**src/ssm_map.svh**
```systemverilog
// constants for the special-mode serial channel
`ifndef SSM_MAP_SVH
`define SSM_MAP_SVH
`define SSM_MODE_SYNC 3'h1
`define SSM_MODE_BUS 3'h6
`define SSM_SYNC_BITS 4'h8
`define SSM_OVR_BIT 4'h7
`define SSM_BUS_BITS 4'h9
`define SSM_SYNC_EDGES 5'h10
`define SSM_MID_TICK 4'h8
`define SSM_LATE_TICK 4'hf
`define SSM_LAST_TICK 4'hf
`define SSM_TE_RST 1'b0
`define SSM_LINE_IDLE 1'b1
`endif

```
**src/ssm_pkg.sv**
```systemverilog
// types for the special-mode serial channel
package ssm_pkg;
  typedef enum logic [2:0] {TX_IDLE, TX_SYNC, TX_START, TX_DATA, TX_STOP} ssm_tx_st_t;
  typedef enum logic [1:0] {RX_IDLE, RX_START, RX_DATA, RX_STOP} ssm_rx_st_t;
  typedef struct packed {
    ssm_tx_st_t tx_st;
    ssm_rx_st_t rx_st;
    logic rxd_s1;
    logic rxd_s2;
    logic rxd_s3;
    logic clk_s1;
    logic clk_s2;
    logic clk_s3;
    logic [7:0] div_cnt;
    logic div_tick;
    logic [3:0] tx_tick;
    logic [3:0] rx_tick;
    logic [3:0] tx_bits;
    logic [3:0] rx_bits;
    logic [4:0] edges;
    logic [8:0] tx_shift;
    logic [8:0] rx_shift;
    logic tx_line;
    logic sclk;
    logic [8:0] rx_buffer;
    logic rx_complete;
    logic overrun;
    logic framing;
    logic te;
    logic tx_irq;
    logic rx_irq;
    logic collision;
  } ssm_state_t;
endpackage

```
**src/ssm_serial.sv**
```systemverilog
// special-mode serial channel: clocked multi-slave mode and bus mode
`timescale 1ns/1ps
`include "ssm_map.svh"

module ssm_fifo #(
  parameter int WIDTH = 9,
  parameter int DEPTH = 16
) (
  input wire logic clk_i,
  input wire logic rst_i,
  input wire logic in_valid_i,
  output logic in_ready_o,
  input wire logic [WIDTH-1:0] in_data_i,
  output logic out_valid_o,
  input wire logic out_ready_i,
  output logic [WIDTH-1:0] out_data_o
);
  localparam int AW = $clog2(DEPTH);
  typedef struct packed {
    logic [DEPTH-1:0][WIDTH-1:0] mem;
    logic [AW:0] wr;
    logic [AW:0] rd;
  } ssm_fifo_st_t;
  ssm_fifo_st_t s;
  ssm_fifo_st_t nxt;
  logic full;
  logic empty;

  // pointer compare with wrap bit
  assign empty = s.wr == s.rd;
  assign full = (s.wr[AW-1:0] == s.rd[AW-1:0]) && (s.wr[AW] != s.rd[AW]);
  assign in_ready_o = !full;
  assign out_valid_o = !empty;
  assign out_data_o = s.mem[s.rd[AW-1:0]];

  // push and pop
  always_comb begin
    nxt = s;
    if (in_valid_i && !full) begin
      nxt.mem[s.wr[AW-1:0]] = in_data_i;
      nxt.wr = s.wr + 1'b1;
    end
    if (out_ready_i && !empty) begin
      nxt.rd = s.rd + 1'b1;
    end
  end

  always_ff @(posedge clk_i) begin
    if (rst_i) begin
      s <= '0;
    end else begin
      s <= nxt;
    end
  end
endmodule

module ssm_serial #(
  parameter int CHANNEL = 2,
  parameter int FIFO_DEPTH = 16
) (
  input wire logic clk_i,
  input wire logic rst_i,
  input wire logic [2:0] serial_mode_field_i,
  input wire logic clk_source_dir_i,
  input wire logic clk_polarity_sel_i,
  input wire logic clk_phase_sel_i,
  input wire logic line_polarity_invert_i,
  input wire logic tx_output_format_i,
  input wire logic [7:0] rate_div_i,
  input wire logic tx_enable_set_i,
  input wire logic tx_enable_clr_i,
  input wire logic rx_enable_bit_i,
  input wire logic collision_sample_sel_i,
  input wire logic tx_enable_autoclear_i,
  input wire logic tx_start_cond_sel_i,
  input wire logic collision_en_ch0_i,
  input wire logic collision_en_ch1_i,
  input wire logic ch0_tx_irq_cause_i,
  input wire logic ch1_tx_irq_cause_i,
  input wire logic ch2_tx_irq_cause_i,
  input wire logic [8:0] tx_data_i,
  input wire logic tx_valid_i,
  output logic tx_ready_o,
  input wire logic rx_read_i,
  output logic [8:0] rx_buffer_o,
  output logic rx_complete_o,
  output logic overrun_flag_o,
  output logic framing_err_flag_o,
  output logic parity_err_flag_o,
  output logic error_summary_flag_o,
  output logic tx_shift_empty_o,
  output logic tx_buffer_empty_o,
  output logic tx_enable_bit_o,
  output logic tx_irq_o,
  output logic rx_irq_o,
  output logic collision_irq_o,
  input wire logic rxd_i,
  output logic txd_o,
  output logic txd_oe_o,
  input wire logic sclk_i,
  output logic sclk_o,
  output logic sclk_oe_o
);
  ssm_pkg::ssm_state_t s;
  ssm_pkg::ssm_state_t nxt;
  logic fifo_valid;
  logic [8:0] fifo_data;
  logic pop;
  logic sync_md;
  logic bus_md;
  logic master;
  logic irq_cause;
  logic coll_en;
  logic open_drain;
  logic inv;
  logic rx_lvl;
  logic pin_lvl;
  logic ext_rise;
  logic ext_fall;
  logic tog;
  logic rise_evt;
  logic fall_evt;
  logic sample_evt;
  logic drive_evt;
  logic bus_tick;
  logic rx_start_edge;

  // transmit words queue ahead of the transmit buffer
  ssm_fifo #(.WIDTH(9), .DEPTH(FIFO_DEPTH)) u_txq (
    .clk_i(clk_i),
    .rst_i(rst_i),
    .in_valid_i(tx_valid_i),
    .in_ready_o(tx_ready_o),
    .in_data_i(tx_data_i),
    .out_valid_o(fifo_valid),
    .out_ready_i(pop),
    .out_data_o(fifo_data)
  );

  // mode decode and per-channel selections
  assign sync_md = serial_mode_field_i == `SSM_MODE_SYNC;
  assign bus_md = serial_mode_field_i == `SSM_MODE_BUS;
  assign master = !clk_source_dir_i;
  assign irq_cause = (CHANNEL == 2) ? ch2_tx_irq_cause_i :
    (CHANNEL == 1) ? ch1_tx_irq_cause_i : ch0_tx_irq_cause_i;
  assign coll_en = (CHANNEL == 2) ? 1'b1 :
    (CHANNEL == 1) ? collision_en_ch1_i : collision_en_ch0_i;
  assign open_drain = (CHANNEL == 2) ? 1'b1 : tx_output_format_i;
  assign inv = bus_md && line_polarity_invert_i;
  assign rx_lvl = s.rxd_s2 ^ inv;
  assign pin_lvl = s.tx_line ^ inv;

  // transfer clock edges: internal toggle or synchronised pin
  assign ext_rise = s.clk_s2 && !s.clk_s3;
  assign ext_fall = !s.clk_s2 && s.clk_s3;
  assign tog = master && (s.tx_st == ssm_pkg::TX_SYNC) && s.div_tick
    && (s.edges != `SSM_SYNC_EDGES);
  assign rise_evt = master ? (tog && !s.sclk) : ext_rise;
  assign fall_evt = master ? (tog && s.sclk) : ext_fall;
  // four polarity/phase variants pick which edge samples
  assign sample_evt = (clk_polarity_sel_i ^ clk_phase_sel_i) ? fall_evt : rise_evt;
  assign drive_evt = (clk_polarity_sel_i ^ clk_phase_sel_i) ? rise_evt : fall_evt;
  assign bus_tick = clk_source_dir_i ? ext_rise : s.div_tick;
  assign rx_start_edge = !rx_lvl && (s.rxd_s3 ^ inv);

  // next-state logic for both modes
  always_comb begin
    nxt = s;
    pop = 1'b0;
    nxt.rxd_s1 = rxd_i;
    nxt.rxd_s2 = s.rxd_s1;
    nxt.rxd_s3 = s.rxd_s2;
    nxt.clk_s1 = sclk_i;
    nxt.clk_s2 = s.clk_s1;
    nxt.clk_s3 = s.clk_s2;
    nxt.tx_irq = 1'b0;
    nxt.rx_irq = 1'b0;
    nxt.collision = 1'b0;
    nxt.div_tick = 1'b0;
    nxt.div_cnt = s.div_cnt + 8'h01;
    if (s.div_cnt >= rate_div_i) begin
      nxt.div_cnt = 8'h00;
      nxt.div_tick = 1'b1;
    end
    if (!rx_enable_bit_i) begin
      nxt.overrun = 1'b0;
      nxt.framing = 1'b0;
    end
    if (rx_read_i) begin
      nxt.rx_complete = 1'b0;
    end
    if (tx_enable_clr_i) begin
      nxt.te = 1'b0;
    end
    if (tx_enable_set_i) begin
      nxt.te = 1'b1;
    end
    case (s.tx_st)
      ssm_pkg::TX_IDLE: begin
        if (sync_md) begin
          nxt.sclk = !clk_polarity_sel_i;
        end
        // no flow-control pin gates the start in either mode
        if (sync_md && s.te && fifo_valid) begin
          pop = 1'b1;
          nxt.tx_st = ssm_pkg::TX_SYNC;
          nxt.tx_shift = fifo_data;
          nxt.tx_line = fifo_data[0];
          nxt.rx_bits = 4'h0;
          nxt.edges = 5'h00;
          // restart divider so the first edge comes a full period after bit 0 settles
          nxt.div_cnt = 8'h00;
          nxt.div_tick = 1'b0;
          nxt.tx_irq = !irq_cause;
        end else if (bus_md && s.te && fifo_valid
            && (!tx_start_cond_sel_i || rx_start_edge)) begin
          pop = 1'b1;
          nxt.tx_st = ssm_pkg::TX_START;
          nxt.tx_shift = fifo_data;
          nxt.tx_line = 1'b0;
          nxt.tx_tick = 4'h0;
          nxt.tx_bits = 4'h0;
          nxt.tx_irq = !irq_cause;
        end
      end
      ssm_pkg::TX_SYNC: begin
        if (tog) begin
          nxt.sclk = !s.sclk;
          nxt.edges = s.edges + 5'h01;
        end
        if (drive_evt && (s.rx_bits != 4'h0) && (s.rx_bits != `SSM_SYNC_BITS)) begin
          nxt.tx_shift = {1'b0, s.tx_shift[8:1]};
          nxt.tx_line = s.tx_shift[1];
        end
        if (sample_evt && (s.rx_bits != `SSM_SYNC_BITS)) begin
          nxt.rx_bits = s.rx_bits + 4'h1;
          nxt.rx_shift = {s.rxd_s2, s.rx_shift[8:1]};
          if (rx_enable_bit_i && s.rx_complete && !rx_read_i
              && (s.rx_bits + 4'h1 == `SSM_OVR_BIT)) begin
            nxt.overrun = 1'b1;
          end
          if (rx_enable_bit_i && (s.rx_bits + 4'h1 == `SSM_SYNC_BITS)) begin
            // on overrun the buffer keeps stale data and no request fires
            if (!nxt.overrun) begin
              nxt.rx_buffer = {1'b0, s.rxd_s2, s.rx_shift[8:2]};
              nxt.rx_complete = 1'b1;
              nxt.rx_irq = 1'b1;
            end
          end
        end
        if (!sync_md || (master ? (s.edges == `SSM_SYNC_EDGES)
            : (sample_evt && (s.rx_bits + 4'h1 == `SSM_SYNC_BITS)))) begin
          nxt.tx_st = ssm_pkg::TX_IDLE;
          nxt.tx_irq = irq_cause;
        end
      end
      default: begin
        // sixteen ticks per bus bit: start, 9 data, stop
        if (!bus_md) begin
          nxt.tx_st = ssm_pkg::TX_IDLE;
          nxt.tx_line = `SSM_LINE_IDLE;
        end else if (bus_tick) begin
          nxt.tx_tick = s.tx_tick + 4'h1;
          if (s.tx_tick == (collision_sample_sel_i ? `SSM_LATE_TICK : `SSM_MID_TICK)
              && coll_en && (s.tx_line != rx_lvl)) begin
            nxt.collision = 1'b1;
            if (tx_enable_autoclear_i && !tx_enable_set_i) begin
              nxt.te = 1'b0;
            end
          end
          if (s.tx_tick == `SSM_LAST_TICK) begin
            case (s.tx_st)
              ssm_pkg::TX_START: begin
                nxt.tx_st = ssm_pkg::TX_DATA;
                nxt.tx_line = s.tx_shift[0];
              end
              ssm_pkg::TX_DATA: begin
                nxt.tx_bits = s.tx_bits + 4'h1;
                nxt.tx_shift = {1'b0, s.tx_shift[8:1]};
                if (s.tx_bits + 4'h1 == `SSM_BUS_BITS) begin
                  nxt.tx_st = ssm_pkg::TX_STOP;
                  nxt.tx_line = `SSM_LINE_IDLE;
                end else begin
                  nxt.tx_line = s.tx_shift[1];
                end
              end
              default: begin
                nxt.tx_st = ssm_pkg::TX_IDLE;
                nxt.tx_irq = irq_cause;
              end
            endcase
          end
        end
      end
    endcase
    // bus-mode receiver, mid-bit sampling
    case (s.rx_st)
      ssm_pkg::RX_IDLE: begin
        if (bus_md && rx_enable_bit_i && rx_start_edge) begin
          nxt.rx_st = ssm_pkg::RX_START;
          nxt.rx_tick = 4'h0;
          nxt.rx_bits = 4'h0;
        end
      end
      default: begin
        if (!bus_md || !rx_enable_bit_i) begin
          nxt.rx_st = ssm_pkg::RX_IDLE;
        end else if (bus_tick) begin
          nxt.rx_tick = s.rx_tick + 4'h1;
          if (s.rx_tick == `SSM_MID_TICK) begin
            case (s.rx_st)
              ssm_pkg::RX_START: begin
                if (rx_lvl) begin
                  nxt.rx_st = ssm_pkg::RX_IDLE;
                end
              end
              ssm_pkg::RX_DATA: begin
                nxt.rx_shift = {rx_lvl, s.rx_shift[8:1]};
                nxt.rx_bits = s.rx_bits + 4'h1;
              end
              default: begin
                nxt.rx_st = ssm_pkg::RX_IDLE;
                nxt.framing = !rx_lvl;
                if (s.rx_complete && !rx_read_i) begin
                  nxt.overrun = 1'b1;
                end else begin
                  nxt.rx_buffer = s.rx_shift;
                  nxt.rx_complete = 1'b1;
                  nxt.rx_irq = 1'b1;
                end
              end
            endcase
          end else if (s.rx_tick == `SSM_LAST_TICK) begin
            if (s.rx_st == ssm_pkg::RX_START) begin
              nxt.rx_st = ssm_pkg::RX_DATA;
            end else if (s.rx_st == ssm_pkg::RX_DATA && s.rx_bits == `SSM_BUS_BITS) begin
              nxt.rx_st = ssm_pkg::RX_STOP;
            end
          end
        end
      end
    endcase
  end

  always_ff @(posedge clk_i) begin
    if (rst_i) begin
      s <= '0;
      s.rxd_s1 <= 1'b1;
      s.rxd_s2 <= 1'b1;
      s.rxd_s3 <= 1'b1;
      s.tx_line <= `SSM_LINE_IDLE;
      s.sclk <= 1'b1;
      s.te <= `SSM_TE_RST;
    end else begin
      s <= nxt;
    end
  end

  // status and pin outputs
  assign rx_buffer_o = s.rx_buffer;
  assign rx_complete_o = s.rx_complete;
  assign overrun_flag_o = s.overrun;
  assign framing_err_flag_o = s.framing;
  assign parity_err_flag_o = 1'b0;
  assign error_summary_flag_o = s.overrun || s.framing;
  assign tx_shift_empty_o = s.tx_st == ssm_pkg::TX_IDLE;
  assign tx_buffer_empty_o = !fifo_valid;
  assign tx_enable_bit_o = s.te;
  assign tx_irq_o = s.tx_irq;
  assign rx_irq_o = s.rx_irq;
  assign collision_irq_o = s.collision;
  assign txd_o = open_drain ? 1'b0 : pin_lvl;
  assign txd_oe_o = open_drain ? !pin_lvl : 1'b1;
  assign sclk_o = s.sclk;
  assign sclk_oe_o = sync_md && master;
endmodule

```
**config.mk**
```make
export PLATFORM = sky130hd
export DESIGN_NAME = ssm_serial
export DESIGN_NICKNAME = d
export VERILOG_FILES = /design/src/ssm_pkg.sv /design/src/ssm_serial.sv
export VERILOG_INCLUDE_DIRS = /design/src /design/src/src
export SDC_FILE = /design/constraint.sdc
export NUM_CORES = 1
export LEC_CHECK = 0
export ABC_AREA = 1
export BUFFER_PORTS_ARGS = -buffer_cell sky130_fd_sc_hd__buf_2
export CAP_MARGIN = 20
export CORE_ASPECT_RATIO = 0.75
export CORE_MARGIN = 10
export CORE_UTILIZATION = 60
export CTS_BUF_LIST = sky130_fd_sc_hd__clkbuf_8
export DETAILED_ROUTE_END_ITERATION = 8
export GPL_ROUTABILITY_DRIVEN = 0
export PLACE_DENSITY = 0.85
export SLEW_MARGIN = 15
export SYNTH_ARGS = -nofsm -noshare
export SYNTH_HDL_FRONTEND = slang
export SYNTH_SLANG_ARGS = --single-unit
```
**constraint.sdc**
```tcl
create_clock -name clk_i -period 2.4 [get_ports clk_i]
set_input_delay 0.12 -clock clk_i [delete_from_list [all_inputs] [get_ports clk_i]]
set_output_delay 0.12 -clock clk_i [all_outputs]
set_load 0.01 [all_outputs]
```
==> results of run 1 <==
layer usage:
| layer | track usage (%) | wire length, microns |
|---|---|---|
| met2 | 34.30 | 13190 |
| met1 | 30.61 | 13330 |
| met4 | 5.938 | 527 |
| met3 | 3.887 | 2522 |
| met5 | 0 | 0 |
cell families after synthesis:
kind of cell / after synthesis / synth area share [%]
AOI/OAI and AO/OA: 549 / 24.02
xor gates and xnor gates: 14 / 1.046
adders and majority gates: 30 / 3.202
buffers and inverters: 351 / 12.79
DFF: 231 / 39.45
other: 1 / 0.03199
and+or+nand+nor: 459 / 19.47
worst paths after layout:
path	to
worst min register to register	nxt[69]$_SDFF_PP1_
worst max register to register	u_txq.s[1]$_SDFFE_PP0P_
worst max-delay path	u_txq.s[1]$_SDFFE_PP0P_
worst min-delay path	sclk_o$_SDFFE_PP1P_
power breakdown:
group | switching (mW) | internal [mW] | leakage, nW
logic | 1.61 | 0.745 | 2.73
clock network | 1.50 | 1.71 | 0.396
registers | 0.157 | 4.04 | 1.87
cells in the final DEF, fill, tap and decap left out, types with 2 or more instances in the layout:
cell	count
inv_4	3
nor3b_1	5
nand3b_1	8
o21ai_0	226
or2_2	3
o21ai_1	31
xnor2_1	2
conb_1	2
clkbuf_8	46
and3_1	2
buf_2	59
nand2_2	3
o211ai_1	9
a211oi_1	3
nand3_4	5
o21a_1	3
buf_4	18
dfxtp_1	230
a21oi_1	268
nor2_4	6
buf_12	2
clkinv_1	2
nor3_1	15
nand2_1	189
nand3_1	76
nor2_1	111
a31oi_1	3
dlygate4sd3_1	9
xor2_1	12
nand4_4	9
nor2_2	3
nand4_1	14
ha_1	30
o21ai_2	2
nand2_4	2
inv_1	245
clkinv_2	3
nand3_2	5
inv_2	12
flip-flops by register name, summed over array words and instances (netlist names):
signal	cells
u_txq.s	154
s	56
rx_buffer_o	9
nxt	4
collision_irq_o	1
framing_err_flag_o	1
overrun_flag_o	1
rx_complete_o	1
rx_irq_o	1
sclk_o	1
tx_enable_bit_o	1
tx_irq_o	1
cells in the mapped netlist (14+ instances only):
cell	count
a21oi_1	268
buf_2	15
buf_4	15
clkbuf_1	50
dfxtp_1	231
ha_1	30
inv_1	236
nand2_1	190
nand3_1	76
nand4_1	14
nor2_1	112
nor3_1	15
o21ai_0	226
o21ai_1	31
cell type report:
type	instances	area [sq um]	area share, %
clock buffer	46	633.1	4.956
tap	253	316.6	2.478
sequential	231	4626	36.21
multi-input combinational	1054	5625	44.04
inverter	252	953.4	7.463
timing repair buffer	88	560.5	4.388
clock inverter	14	60.06	0.4701
repair_timing:
| action | CTS | global route |
|---|---|---|
| resized for setup | 0 | 4 |
| setup endpoints to repair | 0 | 9 |
| hold endpoints to repair | 21 | 0 |
| hold buffers | 9 | 0 |
critical path, stage by stage, from the launching register on:
cell	delay, ns
dfxtp_1	0.66
inv_2	0.07
nand2_1	0.08
nand2_1	0.08
nor2_4	0.17
nand3_4	0.15
nand3_4	0.15
inv_2	0.10
nor2_1	0.43
o21ai_0	0.15
a21oi_1	0.13
per-stage QoR:
stage          area (sq um)  hold slack [ns]  cells  util, %
2_1_floorplan         11730           0.2238   1636        -
3_3_place_gp          11970           0.3039   1869    62.12
3_5_place_dp          11970           0.3118   1869    62.12
4_1_cts               12750          0.02925   1938    66.18
5_1_grt               12770          0.03871   1938    66.30
6_report              12770          0.04266   1938    66.30
==> flow_summary.ini, run 1 <==
[status]
status = complete, no violations

[critical_path]
r2r_cells = 10
required_ns = 2.86
end_kind = register
r2r_start = u_txq.s[7]$_SDFFE_PP0P_
cp-start-kind = register
worst-setup-path-type = register to register
cp-startpoint = u_txq.s[7]$_SDFFE_PP0P_
worst-path-max-fanout = 8
cp.arrival_ns = 2.69
rrSetupSlack_ns = 0.18

[hold_path]
hold_class = primary input to register
min_from = clk_polarity_sel_i
worstHoldPathCells = 4

[global_routing]
grt_max_degree = 92
antenna_found_initial = 0
grt_usage_pct = 22.00
first_global_vias = 9708
grt_pass1_wl_microns = 48230
grt-ovfl-total = 0

[floorplan]
die_x_microns = 181.4
boundaryPins = 67
core_area_sq_um = 19270
die_h_microns = 141.1
dieArea_sq_um = 25590
num_rows = 44
initial_core_util_pct = 60.84

[sta]
drv_slew = 0
setup_tns_ns = 0
period_needed_ns = 2.224
max-slew-margin-rel_pct = 59.39
fin_skew_ns = 0.01954
fin_ws_ns = 0.1760
hold_violations = 0
max_freq_ghz = 0.4496
setup_violations = 0
fin_crit_sh_pct = 92.67
rsz0062_at_grt = no
worst_pin_slew_ns = 0.6091

[final_layout]
diodes = 0
finalNetCount = 1736
drive_above_1_share_pct = 11.16
syn_to_final_growth_pct = 8.977
fillers = 1653

[clock_network]
numCtsBuffers = 37
h-tree-depth = 2
worstSkewPairLatency_ns = 0.53
root_buffer = clkbuf_8
cts_tree = built
cts_buffer_depth = 3
cts_setup_buffers = 0
clkSinkCount = 231
clk_pin_slew_ns = 0.07

[synthesis]
yosysWarnings = 0
yosysTopAreaCellShare_pct = 39.45
synthesis.area_sq_um = 11720
synthCells = 1635
synth_cell_types = 47
synth_edf_count = 0
ys_seq_elements = 231
synth.area.top_cells = dfxtp_1, a21oi_1, o21ai_0
async_flop_share_pct = 0
synth_ff_type = dfxtp_1
synth.avg_cell_area_sq_um = 7.170
seq_area_frac_synth_pct = 39.45
synth_top_cell_by_area = dfxtp_1

[place]
placement.io_buffers = 59
dp_slack_ns = 0.1804
dp_hpwl_microns = 19200

[power]
p_leak_nw = 4.992
total_power_mw = 9.766
ir_drop_v = 0.0005464
p_per_area_nw_per_um2 = 764.5

[routing]
antenna_left = 0
vias_per_cell = 5.562
dr.pass1.iters = 6
avgRoutedWirePerCell_microns = 15.26
post-route-drc-count = 0
vias = 10780
first_iter_violations = 1231
wirelength_microns = 29570

[flow_run]
drv_cap = 0
(Power assumes the default switching activity.)
==> run 2, diff against run 1 <==
Settings changed: ABC_AREA 1 to not set.
==> run 2 against run 1 <==
Compared with the run above: global-route usage decreased by 0.12 points; register-to-register slack got worse by 0.11 ns; total power decreased by 17%; count of clock-buffer cells in the layout decreased by 4; die area decreased by 2.9%; worst hold slack got worse by 0.016 ns; highest routed layer is now met5; combinational power decreased by 61%; critical path type unchanged; largest cell class unchanged; area after synthesis decreased by 3.3%; sequential power decreased by 5.7%.
==> flow_summary.ini, run 2 <==
[status]
status = complete, no violations

[final_layout]
largest-register = u_txq.s
finalNetCount = 1314
layout_commonest_cell = dfxtp_1
largest_reg_flops = 154
syn_to_final_growth_pct = 13.70
fillers = 1316
fin_cells = 1506
diodes = 0
drive_above_1_share_pct = 16.84
mostFrequentLayoutCells = dfxtp_1, nor2_1, mux2i_1, buf_2, nand2_1

[power]
internal_power_mw = 5.960
ir_drop_v = 0.0005496
p_leak_nw = 5.905
p_per_area_nw_per_um2 = 629.1
pwr-share-comb_pct = 11.3
power.net_switching_mw = 2.146
seqPwrFrac_pct = 48.9
p_clk_share_pct = 39.8
swShare_pct = 26.47

[synthesis]
synth_cell_types = 79
synth_xor_area_share_pct = 2.672
synth_top_family_by_area = multiplexers
seq_area_frac_synth_pct = 40.81
synth_ff_type = dfxtp_1
yosysWarnings = 0
yosys.area_share.simple_pct = 16.67
synth.avg_cell_area_sq_um = 9.677
synth_fa_ha_area_share_pct = 3.312
yosysTopAreaCellShare_pct = 40.81
synth_edf_count = 0
synth_top_cell_by_area = dfxtp_1
synth_mux_area_share_pct = 23.21
synthCells = 1171
async_flop_share_pct = 0
ys_seq_elements = 231
synthesis.area_sq_um = 11330
synth-compound-area-share_pct = 8.215
netlist_top_cells_count = dfxtp_1, nor2_1, mux2i_1
synth.area.top_cells = dfxtp_1, mux2i_1, nor2_1
yosysMostFrequentCell = dfxtp_1

[floorplan]
dieArea_sq_um = 24840
boundaryPins = 67
initial_core_util_pct = 61.23
die_h_microns = 139.0
num_rows = 43
die_x_microns = 178.7
core_area_sq_um = 18510

[critical_path]
r2r_start = s[66]$_SDFF_PP0_
worst-setup-path-type = register to register
worst-path-max-fanout = 7
rrSetupSlack_ns = 0.07
r2r_end = framing_err_flag_o$_SDFF_PP0_
cp-start-kind = register
required_ns = 2.80
cp.arrival_ns = 2.73
r2r_cells = 7
end_kind = register

[sta]
max_freq_ghz = 0.4291
hold_violations = 0
rsz0062_at_grt = no
worst_pin_slew_ns = 0.8298
fin_crit_sh_pct = 97.10
period_needed_ns = 2.330
max-slew-margin-rel_pct = 44.48
drv_slew = 0
hold_ws_ns = 0.02627
setup_violations = 0
fin_skew_ns = 0.03798

[global_routing]
antenna_found_initial = 1
grt_usage_pct = 21.88
grt-ovfl-total = 0
grt_pass1_wl_microns = 45180
first_global_vias = 8849
grt_max_degree = 108

[clock_network]
clk_pin_slew_ns = 0.07
h-tree-depth = 2
root_buffer = clkbuf_8
cts_tree = built
worstSkewPairLatency_ns = 0.54
numCtsBuffers = 36
clkSinkCount = 231
cts_buffer_depth = 3

[routing]
first_iter_violations = 859
wirelength_microns = 27840
antenna_left = 0
vias_per_cell = 6.058
avgRoutedWirePerCell_microns = 18.48
post-route-drc-count = 0
dr.pass1.iters = 5
vias = 9124

[hold_path]
whs_endpoint = u_txq.s[109]$_SDFFE_PP0P_
hold_class = primary input to register
worstHoldPathCells = 3
min_from = tx_data_i[0]

[flow_run]
drv_cap = 0

[place]
dp_hpwl_microns = 18600
dp_cells = 1438
placement.io_buffers = 59
==> run 2: stage by stage <==
| step | setup slack, ns | setup TNS, ns | area (sq um) | utilization, % | total power, mW |
|---|---|---|---|---|---|
| after floorplan | 0.1338 | 0 | 11340 | - | 4.619 |
| after global routing | 0.006143 | 0 | 12880 | 69.62 | 8.403 |
| after global placement | 0.05890 | 0 | 12040 | 65.07 | 4.881 |
| after detailed placement | -0.0008431 | -0.0008431 | 12040 | 65.07 | 4.903 |
| after CTS | 0.001277 | 0 | 12870 | 69.52 | 8.123 |
| final | 0.06958 | 0 | 12880 | 69.62 | 8.107 |
==> run 2: worst max-delay path by stage <==
stage	slack (ns)	to	from
finish	0.07	framing_err_flag_o$_SDFF_PP0_	s[66]$_SDFF_PP0_
global route	0.006	s[28]$_SDFFE_PP0P_	s[42]$_SDFF_PP0_
CTS	0.001	rx_buffer_o[1]$_SDFF_PP0_	s[37]$_SDFFE_PP0P_
detailed placement	-0.0008	rx_buffer_o[1]$_SDFF_PP0_	s[37]$_SDFFE_PP0P_
global placement	0.06	s[34]$_SDFFE_PP0P_	s[37]$_SDFFE_PP0P_
floorplan	0.13	rx_buffer_o[7]$_SDFF_PP0_	s[36]$_SDFFE_PP0P_
==> run 2: cell families (layout without fill, tap and decap cells) <==
logic type      Yosys count  after routing
fa+ha+maj                30             30
compound gates          134            134
flops                   231            231
simple gates            399            399
xor+xnor                 32             32
other cells               1              2
buf+inv                 123            210
mux                     221            221
==> run 2: final cells by class <==
| class | count | area, sq um | area share [%] |
|---|---|---|---|
| tap | 247 | 309.0 | 2.399 |
| sequential | 231 | 4628 | 35.92 |
| inverter | 31 | 116.4 | 0.9031 |
| timing repair buffer | 124 | 985.9 | 7.652 |
| clock inverter | 13 | 101.3 | 0.7866 |
| clock buffer | 42 | 578.1 | 4.486 |
| multi-input combinational | 818 | 6166 | 47.85 |
==> run 2: layer usage <==
| metal | GRT usage [%] | vias to the layer above | routed length (microns) |
|---|---|---|---|
| li1 | - | 4258 | - |
| met1 | 30.06 | 4414 | 12280 |
| met2 | 33.90 | 401 | 12670 |
| met3 | 4.680 | 49 | 2368 |
| met4 | 6.036 | 2 | 493 |
| met5 | 0 | - | 20 |
==> run 2: repair_timing <==
item / 4_1_cts / 5_1_grt
endpoints found under the hold margin: 30 / 0
pin swaps: 0 / 1
gates resized for setup: 3 / 4
endpoints found under the setup margin: 7 / 27
hold buffers: 12 / 0
setup buffers: 0 / 1
==> run 2: power groups by stage <==
stage	Sequential, mW	Combinational [mW]	Clock [mW]
final	3.96	0.914	3.23
after floorplan	4.04	0.583	0
after global routing	3.97	0.988	3.44
after global placement	4.04	0.839	0
after detailed placement	4.04	0.858	0
after CTS	3.96	0.890	3.27
==> run 2: worst max-delay path, stage by stage (launching register included) <==
cell,delay [ns]
dfxtp_1,0.32
nand3b_1,0.32
a211oi_2,0.36
buf_4,0.20
nand3b_1,0.19
nand3_1,0.16
a21oi_1,0.08
dlygate4sd3_1,0.57
==> run 3, diff against run 2 <==
Settings changed: ABC_AREA set to 1, ABC_CLOCK_PERIOD_IN_PS set to 2400, RECOVER_POWER set to 50.
==> run 3 against run 2 <==
Compared with the run above: fmax grew 4.3%; critical endpoint is now tx_enable_bit_o$_SDFF_PP0_; flip-flop and latch count is the same; first-iteration DRC count grew 47%; final cell count grew 29%.
==> flow_summary.ini, run 3 (synthesized netlist as in run 1, its figures left out) <==
[floorplan]
boundaryPins = 67
die_x_microns = 181.4
die_h_microns = 141.1
initial_core_util_pct = 60.84
num_rows = 44
core_area_sq_um = 19270
dieArea_sq_um = 25590

[flow_run]
drv_cap = 0

[clock_network]
cts_buffer_depth = 3
worstSkewPairLatency_ns = 0.53
cts_setup_buffers = 0
clkSinkCount = 231
cts_tree = built
numCtsBuffers = 37
h-tree-depth = 2
root_buffer = clkbuf_8
clk_pin_slew_ns = 0.07

[power]
ir_drop_v = 0.0005459
p_per_area_nw_per_um2 = 765.5
p_leak_nw = 4.897

[final_layout]
largest_reg_flops = 154
multi_input_area_sq_um = 5614
syn_to_final_growth_pct = 8.571
drive_above_1_share_pct = 9.496
mostFrequentLayoutCells = a21oi_1, inv_1, o21ai_0, dfxtp_1, nand2_1
diodes = 0
regArea_sq_um = 4626
largest-register = u_txq.s
layout_commonest_cell = a21oi_1
fillers = 1670
finalNetCount = 1736

[hold_path]
worstHoldPathCells = 4
hold_class = primary input to register

[sta]
rsz0062_at_grt = no
setup_violations = 0
period_needed_ns = 2.235
drv_slew = 0
worst_pin_slew_ns = 0.8817
hold_violations = 0
fin_skew_ns = 0.01827
fin_crit_sh_pct = 93.14
fin_ws_ns = 0.1647
max_freq_ghz = 0.4474
max-slew-margin-rel_pct = 41.22
setup_tns_ns = 0

[status]
status = complete, no violations

[critical_path]
cp-startpoint = nxt[66]$_SDFF_PP0_
r2r_start = nxt[66]$_SDFF_PP0_
cp-start-kind = register
rrSetupSlack_ns = 0.16
cp.arrival_ns = 2.62
r2r_cells = 10
worst-setup-path-type = register to register
worst-path-max-fanout = 7
r2r_end = tx_enable_bit_o$_SDFF_PP0_
end_kind = register
required_ns = 2.79
crit_end = tx_enable_bit_o$_SDFF_PP0_

[routing]
vias = 10800
antenna_left = 0
avgRoutedWirePerCell_microns = 15.23
dr.pass1.iters = 6
first_iter_violations = 1259
vias_per_cell = 5.571
wirelength_microns = 29520
post-route-drc-count = 0

[place]
dp_hpwl_microns = 19200
dp_slack_ns = 0.1804
placement.io_buffers = 59

[global_routing]
first_global_vias = 9708
grt-ovfl-total = 0
grt_usage_pct = 22.00
grt_pass1_wl_microns = 48230
grt_max_degree = 92
antenna_found_initial = 0
run 3: cell types whose count changed in the layout (fill, tap and decap cells not counted), sizes merged, moves of 13 or more:
cell	previous run	this run
nor2b	13	0
a21oi	41	270
buf	112	53
o21ai	27	259
nand3	40	86
mux4	32	0
or3	14	0
clkbuf	42	72
nand2	45	194
nor2	206	121
mux2i	187	0
inv	41	260
run 3: how the worst min path moves through the flow:
stage | slack [ns] | to | startpoint
floorplan | 0.22 | nxt[70]$_SDFF_PP1_ | rxd_i
global placement | 0.30 | nxt[70]$_SDFF_PP1_ | rxd_i
detailed placement | 0.31 | nxt[70]$_SDFF_PP1_ | rxd_i
CTS | 0.03 | sclk_o$_SDFFE_PP1P_ | clk_polarity_sel_i
global route | 0.04 | sclk_o$_SDFFE_PP1P_ | clk_polarity_sel_i
finish | 0.05 | sclk_o$_SDFFE_PP1P_ | clk_polarity_sel_i
run 3: report_power, final:
part	switching [mW]	leakage [nW]	internal, mW
Sequential	0.158	1.87	4.04
Combinational	1.61	2.63	0.729
Clock	1.50	0.396	1.71
run 3: worst max-delay path, cell delays in order, from the launching register on:
cell and delay, ns:
dfxtp_1 0.32, inv_2 0.06, nor2_1 0.09, nand2_1 0.09
nand2_1 0.27, nand2_2 0.19, nor2_2 0.18, nand3_1 0.15
a21oi_1 0.16, dlygate4sd3_1 0.56, nor2_1 0.04
run 3: layout make-up:
class / count / area share, %
Multi-Input combinational cell: 1054 / 44.11
Sequential cell: 231 / 36.34
Inverter: 252 / 7.491
Clock buffer: 46 / 4.974
Timing Repair Buffer: 88 / 4.119
Tap cell: 253 / 2.487
Clock inverter: 14 / 0.4719
run 3: routing by layer:
| layer | part of all wire, % | vias to the layer above | global-route usage [%] |
|---|---|---|---|
| met2 | 45 | 449 | 34.30 |
| met4 | 1.6 | 0 | 5.938 |
| met1 | 45 | 4875 | 30.61 |
| met5 | 0 | - | 0 |
| met3 | 8.8 | 51 | 3.887 |
| li1 | - | 5421 | - |
run 3: metrics by stage:
step	util [%]	area (sq um)	power, mW	std cells	hold WS (ns)
global route	66.05	12730	10.31	1938	0.03871
floorplan	-	11730	6.039	1636	0.2238
CTS	66.18	12750	9.763	1938	0.02925
detailed placement	62.12	11970	6.564	1869	0.3118
global placement	62.12	11970	6.474	1869	0.3039
finish	66.05	12730	9.743	1938	0.04985
run 3: timing repair:
item	CTS	global route
endpoints found under the hold margin	21	0
resized for setup	0	4
endpoints found under the setup margin	0	9
hold buffers	9	0
